$ cat src/hdl/csh_consts.vh
// Constants for the component sorter handler port.
// Assumes a 40 MHz core clock; included by bare name.
`ifndef CSH_CONSTS_VH
`define CSH_CONSTS_VH

`define CSH_CLK_MHZ 40
`define CSH_BIN_COUNT 9
`define CSH_BIN_IDX_W 4
`define CSH_BIN_NONE 4'h0
`define CSH_BIN_OUT_DELAY_US 200
`define CSH_BIN_OUT_DELAY_CYC (`CSH_BIN_OUT_DELAY_US * `CSH_CLK_MHZ)
`define CSH_MATH_TIME_US 1000
`define CSH_MATH_TIME_CYC (`CSH_MATH_TIME_US * `CSH_CLK_MHZ)
`define CSH_CNT_W 20
`define CSH_ALL_OFF 9'h1ff

`endif

$ cat src/hdl/csh_timer.v
// Down-counting delay timer used for the math and bin-delay phases of a measurement cycle.
// Assumes load and the count come from the sequencer in the same clock.
`timescale 1ns/100ps
`default_nettype none

module csh_timer #(
    parameter CNT_W = 20
) (
    input wire core_clk,
    input wire sys_rst,
    input wire load,
    input wire [CNT_W-1:0] load_val,
    output reg expired
);

    reg [CNT_W-1:0] count_reg;

    always @(posedge core_clk or posedge sys_rst) begin
        if (sys_rst) begin
            count_reg <= {CNT_W{1'b0}};
            expired <= 1'b0;
        end else if (load) begin
            count_reg <= load_val;
            expired <= 1'b0;
        end else if (count_reg > {{(CNT_W-1){1'b0}}, 1'b1}) begin
            count_reg <= count_reg - {{(CNT_W-1){1'b0}}, 1'b1};
            expired <= 1'b0;
        end else begin
            count_reg <= {CNT_W{1'b0}};
            expired <= 1'b1;
        end
    end

endmodule

`default_nettype wire

$ cat src/hdl/csh_handler_port.v
// Handler port sequencer: trigger in, sorting and status lines out.
// Assumes the comparator core supplies results when conv_done pulses,
// and all inputs are synchronous to core_clk.
//
// Summary of operation
// - One low bin line per sorting bin
// - Secondary over low on fail, when aux on
// - Primary over is high OR low fail
// - Primary high fail above upper limit
// - Primary low fail below lower limit
// - Overall fail is secondary OR primary over
// - Index low during conversion
// - Done low while test in progress
// - Rising trigger edge starts a measurement when idle; edges during a test are ignored
// - Keypad locked while lock input low
// - Bin outputs settle 200 us before done
`timescale 1ns/100ps
`default_nettype none
`include "csh_consts.vh"

module csh_handler_port #(
    parameter BIN_COUNT = `CSH_BIN_COUNT,
    parameter BIN_DELAY_CYC = `CSH_BIN_OUT_DELAY_CYC,
    parameter MATH_CYC = `CSH_MATH_TIME_CYC
) (
    input wire core_clk,
    input wire sys_rst,
    input wire ext_trigger_in,
    input wire keypad_lock_n_in,
    input wire aux_enable,
    input wire conv_done,
    input wire [`CSH_BIN_IDX_W-1:0] result_bin,
    input wire result_pri_high,
    input wire result_pri_low,
    input wire result_sec_fail,
    output reg meas_start,
    output reg keypad_enable,
    output reg [BIN_COUNT-1:0] bin_result_n,
    output reg sec_over_fail_n,
    output reg primary_over_fail_n,
    output reg primary_high_fail_n,
    output reg primary_low_fail_n,
    output reg overall_fail_n,
    output reg conv_busy_n,
    output reg measure_done
);

    // -------------------------------------------------------------
    // States
    // -------------------------------------------------------------
    localparam [3:0] ST_IDLE = 4'h1;
    localparam [3:0] ST_CONV = 4'h2;
    localparam [3:0] ST_MATH = 4'h4;
    localparam [3:0] ST_BIN = 4'h8;

    reg [3:0] state_reg;
    reg [3:0] state_next;
    reg trig_last_reg;
    reg timer_load;
    reg [`CSH_CNT_W-1:0] timer_val;
    reg [`CSH_BIN_IDX_W-1:0] bin_hold_reg;
    reg pri_high_reg;
    reg pri_low_reg;
    reg sec_fail_reg;
    wire timer_expired;
    wire trig_rise;

    // Decode a bin index into one-hot active-low lines
    function [BIN_COUNT-1:0] bin_decode_n;
        input [`CSH_BIN_IDX_W-1:0] idx;
        integer i;
        begin
            bin_decode_n = {BIN_COUNT{1'b1}};
            for (i = 0; i < BIN_COUNT; i = i + 1) begin
                if (idx == i + 1) begin
                    bin_decode_n[i] = 1'b0;
                end
            end
        end
    endfunction

    csh_timer #(
        .CNT_W(`CSH_CNT_W)
    ) u_timer (
        .core_clk(core_clk),
        .sys_rst(sys_rst),
        .load(timer_load),
        .load_val(timer_val),
        .expired(timer_expired)
    );

    // -------------------------------------------------------------
    // Trigger edge detect
    // -------------------------------------------------------------
    // Rising edge detect
    assign trig_rise = ext_trigger_in & ~trig_last_reg;

    always @(posedge core_clk or posedge sys_rst) begin
        if (sys_rst) begin
            trig_last_reg <= 1'b1;
        end else begin
            trig_last_reg <= ext_trigger_in;
        end
    end

    // -------------------------------------------------------------
    // Sequencer
    // -------------------------------------------------------------
    always @* begin
        state_next = state_reg;
        timer_load = 1'b0;
        timer_val = {`CSH_CNT_W{1'b0}};
        case (state_reg)
            ST_IDLE: begin
                if (trig_rise) begin
                    state_next = ST_CONV;
                end
            end
            ST_CONV: begin
                if (conv_done) begin
                    state_next = ST_MATH;
                    timer_load = 1'b1;
                    timer_val = MATH_CYC[`CSH_CNT_W-1:0];
                end
            end
            ST_MATH: begin
                if (timer_expired) begin
                    state_next = ST_BIN;
                    timer_load = 1'b1;
                    timer_val = BIN_DELAY_CYC[`CSH_CNT_W-1:0];
                end
            end
            ST_BIN: begin
                if (timer_expired) begin
                    state_next = ST_IDLE;
                end
            end
            default: begin
                state_next = ST_IDLE;
            end
        endcase
    end

    always @(posedge core_clk or posedge sys_rst) begin
        if (sys_rst) begin
            state_reg <= ST_IDLE;
            meas_start <= 1'b0;
            conv_busy_n <= 1'b1;
            measure_done <= 1'b1;
        end else begin
            state_reg <= state_next;
            meas_start <= (state_reg == ST_IDLE) && trig_rise;
            conv_busy_n <= ~(state_next == ST_CONV);
            measure_done <= (state_next == ST_IDLE);
        end
    end

    // -------------------------------------------------------------
    // Result capture
    // -------------------------------------------------------------
    // Results latch on conv_done and drive the lines at the end of math, so lines change once per cycle
    always @(posedge core_clk or posedge sys_rst) begin
        if (sys_rst) begin
            bin_hold_reg <= `CSH_BIN_NONE;
            pri_high_reg <= 1'b0;
            pri_low_reg <= 1'b0;
            sec_fail_reg <= 1'b0;
        end else if (state_reg == ST_CONV && conv_done) begin
            bin_hold_reg <= result_bin;
            pri_high_reg <= result_pri_high;
            pri_low_reg <= result_pri_low;
            sec_fail_reg <= result_sec_fail & aux_enable;
        end
    end

    always @(posedge core_clk or posedge sys_rst) begin
        if (sys_rst) begin
            bin_result_n <= `CSH_ALL_OFF;
            sec_over_fail_n <= 1'b1;
            primary_over_fail_n <= 1'b1;
            primary_high_fail_n <= 1'b1;
            primary_low_fail_n <= 1'b1;
            overall_fail_n <= 1'b1;
        end else if (state_reg == ST_MATH && timer_expired) begin
            bin_result_n <= bin_decode_n(bin_hold_reg);
            sec_over_fail_n <= ~sec_fail_reg;
            primary_over_fail_n <= ~(pri_high_reg | pri_low_reg);
            primary_high_fail_n <= ~pri_high_reg;
            primary_low_fail_n <= ~pri_low_reg;
            overall_fail_n <= ~(sec_fail_reg | pri_high_reg | pri_low_reg);
        end
    end

    // -------------------------------------------------------------
    // Keypad lock
    // -------------------------------------------------------------
    always @(posedge core_clk or posedge sys_rst) begin
        if (sys_rst) begin
            keypad_enable <= 1'b1;
        end else begin
            keypad_enable <= keypad_lock_n_in;
        end
    end

endmodule

`default_nettype wire

$ cat config.mk
export PLATFORM = sky130hd
export DESIGN_NAME = csh_handler_port
export DESIGN_NICKNAME = d
export VERILOG_FILES = /design/src/hdl/csh_timer.v /design/src/hdl/csh_handler_port.v
export VERILOG_INCLUDE_DIRS = /design/src /design/src/hdl
export SDC_FILE = /design/constraint.sdc
export NUM_CORES = 1
export LEC_CHECK = 0
export ABC_AREA = 1
export BUFFER_PORTS_ARGS = -buffer_cell sky130_fd_sc_hd__buf_2
export CAP_MARGIN = 20
export CORE_UTILIZATION = 25
export CTS_CLUSTER_SIZE = 24
export DETAILED_ROUTE_END_ITERATION = 8
export PLACE_DENSITY_LB_ADDON = 0.08
export SLEW_MARGIN = 10
export SYNTH_ARGS = -nofsm -noshare
export SYNTH_HDL_FRONTEND = slang
export SYNTH_HIERARCHICAL = 1
export SYNTH_SLANG_ARGS = --single-unit
$ cat constraint.sdc
create_clock -name core_clk -period 1.6 [get_ports core_clk]
set_clock_uncertainty 0.2 [all_clocks]
set_input_delay 0.16 -clock core_clk [delete_from_list [all_inputs] [get_ports core_clk]]
set_output_delay 0.16 -clock core_clk [all_outputs]
set_load 0.05 [all_outputs]
==> results of run 1 <==
cells by family after synthesis:
| kind of cell | after synthesis | synth area share |
|---|---|---|
| xor gates and xnor gates | 10 | 0.0345 |
| and+or+nand+nor | 200 | 0.326 |
| DFF | 51 | 0.471 |
| buffers and inverters | 47 | 0.0775 |
| adders and majority gates | 2 | 0.00906 |
| AOI/OAI and AO/OA | 30 | 0.0802 |
| other | 1 | 0.00136 |
path summary, 6_finish.rpt:
check | start | to | slack (ns) | cells after the start
min | sys_rst | keypad_enable | 0.20 | 3
max reg2reg | u_timer/count_reg[0] | u_timer/count_reg[16] | 0.009 | 8
min reg2reg | bin_result_n[1] | bin_result_n[1] | 0.27 | 2
min in group core_clk | bin_result_n[1] | bin_result_n[1] | 0.27 | 2
max in group asynchronous | sys_rst | bin_result_n[7] | 0.57 | 4
max | u_timer/count_reg[0] | u_timer/count_reg[16] | 0.009 | 8
power groups by stage:
| stage | sequential (mW) | combinational [mW] | clock, mW |
|---|---|---|---|
| 2_1_floorplan | 2.12 | 1.43 | 0 |
| 3_3_place_gp | 2.05 | 2.35 | 0 |
| 3_5_place_dp | 2.05 | 2.35 | 0 |
| 4_1_cts | 2.03 | 2.42 | 0.840 |
| 5_1_grt | 2.13 | 3.13 | 0.886 |
| 6_report | 2.06 | 2.79 | 0.796 |
what timing repair did:
action	in CTS	in global routing
pin swaps	1	17
hold buffers	12	0
hold endpoints to repair	45	0
buffers inserted	0	11
endpoints found under the setup margin	20	20
gates cloned	0	1
gates resized for setup	4	38
critical path, delay by kind of cell, from the launching register on:
| family | cells | cell delay (ns) |
|---|---|---|
| adders and majority gates | 1 | 0.15 |
| AOI/OAI and AO/OA | 1 | 0.11 |
| DFF | 1 | 0.41 |
| and+or+nand+nor | 4 | 0.35 |
| buffers and inverters | 2 | 0.30 |
final cells by class:
type / instances / area (sq um) / share of cell area
multi-input cells: 255 / 1450 / 0.375
repair buffers: 91 / 688 / 0.178
clock buffers: 6 / 72.6 / 0.0188
well taps: 136 / 170 / 0.0441
flip-flops and latches: 51 / 1300 / 0.338
clock inverters: 2 / 16.3 / 0.00422
inverters: 40 / 160 / 0.0415
layer usage:
metal | up-vias | GRT usage | part of all wire
li1 | 1246 | - | -
met2 | 21 | 0.197 | 0.46
met4 | 0 | 0.0352 | 0.0083
met5 | - | 0 | 0
met1 | 1078 | 0.162 | 0.50
met3 | 4 | 0.0267 | 0.028
synth_stat cells:
cell type / number
nand2_2: 13
o21ai_1: 10
xnor2_2: 1
or2_2: 1
nor2_2: 9
clkbuf_1: 2
and2_1: 1
inv_1: 34
conb_1: 1
nor2_1: 37
buf_6: 5
nand4_1: 7
or2_1: 1
xnor2_1: 6
xor2_1: 3
o21ai_2: 19
dfrtp_1: 32
ha_1: 2
nand3_1: 21
inv_2: 6
nand2_1: 104
nand3_2: 1
o21ai_0: 1
nand2_4: 2
nor2_4: 3
dfstp_2: 19
stage by stage:
step	TNS, ns	utilization
after floorplan	-0.123	-
after global placement	-0.441	0.322
after detailed placement	-0.343	0.322
after CTS	0	0.344
after global routing	-0.835	0.367
final	0	0.367
==> results.yml, run 1 <==
setup_path:
  cp_data_arrival_time_ns: 1.64
  cp.required_ns: 1.65
  crit_path_start_kind: "register"
  critPathSlowestCell: "dfrtp_1"
  slowest_delay_ns: 0.41
  cp_max_fo: 5
  worstPathCellList: "buf_6, ha_4, nor2_4, nor2_2, nand3_2, nand2_8, clkbuf_16, o21ai_2"
  critical_path_class: "register to register"
  crit_path_end_kind: "register"
floorplan:
  die_w_microns: 107
  io_pins: 31
  die_area_sq_um: 11500
  fp.dieH_microns: 107
  start_util: 0.263
  fp-row-count: 37
  core-area_sq_um: 10500
clocking:
  cts_buffers: 5
  cts_buffer_depth: 2
  cts.clk_slew.worst_paths_ns: 0.10
  tritoncts: "yes"
  numClockSinks: 51
  htree_levels: 2
  clock_latency_ns: 0.31
  cts_root_buffer: "clkbuf_8"
outcome:
  status: "finished clean"
logic_synthesis:
  synth_area_leaders: "dfrtp_1, dfstp_2, nand2_1, o21ai_2, nor2_1"
  syn_avg_cell_area_sq_um: 8.09
  synth_cells: 341
  ys_ff_latch: 51
  synth_top_cell_area_share: 0.290
  synth.yosys.seq_area_share: 0.471
  ys_types: 26
  yosysTopAreaCell: "dfrtp_1"
  yosysWarnings: 6
  synth_area_sq_um: 2760
pwr:
  seq_power_share: 0.365
  leakagePower_nw: 1.88
  p_sw_mw: 2.33
  power.share.switching: 0.413
  p_int_mw: 3.32
  total_power_mw: 5.65
  p_per_area_nw_per_um2: 1460
  pwr-share-comb: 0.494
  ir_drop_mv: 0.528
  clockPowerShare: 0.141
placement:
  placed_cell_area_sq_um: 3390
  dp_hpwl_microns: 4630
  port_buffers: 30
  place_ws_ns: -0.0368
  gp_congestion: 0.758
  dp_cells: 549
layout:
  largest_reg_flops: 20
  fillers: 1114
  final_area_sq_um: 3860
  mostFrequentLayoutCell: "nand2_1"
  fin_cells: 581
  nNetsFinal: 459
  area_growth_pct: 39.8
  drive_gt1_frac: 0.425
  final_cell_mix: "nand2_1, buf_4, dfrtp_1, buf_2, inv_1"
  antenna_cells: 0
global_routing:
  grt_max_degree: 30
  grt_pass1_wl_microns: 10800
  antenna_found_initial: 0
  grt_usage: 0.122
  first_global_vias: 2295
  grt-ovfl-total: 0
routing:
  drtIter0Drc: 68
  drc: 0
  route.vias.total: 2349
  routedWlPerCell_microns: 11.3
  vias_per_cell: 4.04
  dr.pass1.iters: 4
  wirelength_microns: 6590
  antenna_left: 0
sta:
  layout_min_cycle_time_ns: 1.59
  max_freq_mhz: 629
  whs_ns: 0.201
  finalWorstSetupSlack_ns: 0.00895
  rsz0062_at_grt: "yes"
  finalCritPeriodShare: 0.994
  report.final.slew_viol_count: 0
  setup_viol: 0
  final-hold-violation-count: 0
flow_run:
  drv_cap: 0
hold_path:
  worstHoldPathType: "primary input to async pin"
Power figures use the tool's default switching activity.
==> inputs of run 2 (changes only) <==
PLACE_DENSITY_LB_ADDON = unset   (was 0.08)
==> results.yml, run 2 (synthesis results as in run 1) <==
pwr:
  ir_drop_mv: 0.604
  p_per_area_nw_per_um2: 1460
  total_power_mw: 5.55
  leakagePower_nw: 1.85
routing:
  dr.pass1.iters: 4
  route.vias.total: 2401
  drc: 0
  wirelength_microns: 6080
  vias_per_cell: 4.16
  antenna_left: 0
  drtIter0Drc: 81
  routedWlPerCell_microns: 10.5
floorplan:
  io_pins: 31
  fp.dieH_microns: 107
  start_util: 0.263
  core-area_sq_um: 10500
  die_area_sq_um: 11500
  die_w_microns: 107
  fp-row-count: 37
layout:
  drive_gt1_frac: 0.404
  area_growth_pct: 37.6
  largest_reg_flops: 20
  fillers: 1082
  nNetsFinal: 455
  fin_cells: 577
  mostFrequentLayoutCell: "nand2_1"
  final_cell_mix: "nand2_1, buf_4, nor2_1"
  antenna_cells: 0
sta:
  final-hold-violation-count: 0
  max_freq_mhz: 612
  setup_viol: 7
  layout_min_cycle_time_ns: 1.63
  whs_ns: 0.140
  report.final.slew_viol_count: 0
  finalWorstSetupSlack_ns: -0.0339
  finalCritPeriodShare: 1.02
  setup_tns_ns: -0.102
  rsz0062_at_grt: "yes"
global_routing:
  grt-ovfl-total: 0
  antenna_found_initial: 0
  grt_max_degree: 27
  first_global_vias: 2335
  grt_pass1_wl_microns: 10200
  grt_usage: 0.112
outcome:
  violations: "setup timing"
  status: "finished with violations"
setup_path:
  cp.required_ns: 1.63
  cp_max_fo: 6
  critical_path_class: "register to register"
  crit_path_start_kind: "register"
  cp_data_arrival_time_ns: 1.66
  crit_path_end_kind: "register"
clocking:
  clock_latency_ns: 0.30
  htree_levels: 2
  numClockSinks: 51
  cts_buffers: 5
  cts_root_buffer: "clkbuf_8"
  cts_buffer_depth: 2
  cts.clk_slew.worst_paths_ns: 0.09
  tritoncts: "yes"
placement:
  dp_cells: 549
  port_buffers: 30
  place_ws_ns: -0.122
  dp_hpwl_microns: 4330
  gp_congestion: 0.799
flow_run:
  drv_cap: 0
hold_path:
  worstHoldPathType: "primary input to async pin"
[run 2: cell types whose count changed in the layout (fill, tap and decap cells not counted), moves of 3 or more]
cell / previous run / this run
buf_4: 44 / 36
buf_6: 2 / 6
nand2_2: 9 / 12
nand3_1: 20 / 17
nand3_2: 2 / 5
nor2_1: 28 / 32
nor2_2: 13 / 9
o21ai_1: 1 / 6
o21ai_2: 28 / 23
[run 2: worst max-delay path, stage by stage (launching register included)]
cell     delay (ns)
dfrtp_2        0.43
buf_4          0.15
ha_4           0.15
nor2_4         0.10
nor2_2         0.05
nand3_2        0.11
nand2_4        0.12
buf_4          0.16
o21ai_2        0.11
[run 2: worst paths after layout]
| path | slack, ns | cells past startpoint | end | startpoint |
|---|---|---|---|---|
| max | -0.03 | 8 | u_timer/count_reg[16] | u_timer/count_reg[0] |
| min | 0.14 | 3 | bin_hold_reg[3] | sys_rst |
| max reg2reg | -0.03 | 8 | u_timer/count_reg[16] | u_timer/count_reg[0] |
| min reg2reg | 0.25 | 1 | sec_over_fail_n | sec_fail_reg |
| max in group asynchronous | 0.57 | 4 | state_reg[0] | sys_rst |
| min in group core_clk | 0.25 | 1 | sec_over_fail_n | sec_fail_reg |
[run 2: cell type report]
cell class	instances	area, sq um	area share
clock buffers	7	76.3	0.0201
clock inverters	1	5.00	0.00132
inverters	40	158	0.0415
multi-input cells	256	1440	0.379
flip-flops and latches	51	1300	0.343
well taps	136	170	0.0448
repair buffers	86	648	0.171
[run 2: repair_timing]
action | in CTS | in global routing
hold buffers | 12 | 0
pin swaps | 5 | 17
endpoints found under the setup margin | 15 | 35
cloned | 1 | 0
endpoints found under the hold margin | 44 | 0
setup buffers | 3 | 4
gates resized for setup | 11 | 27
[run 2: power breakdown]
part / switching (mW) / total (mW) / internal, mW
sequential: 0.352 / 2.05 / 1.70
clock: 0.422 / 0.731 / 0.309
combinational: 1.47 / 2.77 / 1.29
total: 2.25 / 5.55 / 3.30
[run 2: through the flow]
stage               instance area [sq um]   util
global placement                     3390  0.322
floorplan                            2840      -
CTS                                  3660  0.348
finish                               3800  0.361
global route                         3800  0.361
detailed placement                   3390  0.322
[run 2: layer usage]
metal | GRT usage | vias up | wire length (microns)
met4 | 0.0362 | 0 | 75
met2 | 0.196 | 35 | 2990
li1 | - | 1239 | -
met5 | 0 | - | 0
met3 | 0.0261 | 8 | 173
met1 | 0.136 | 1119 | 2840
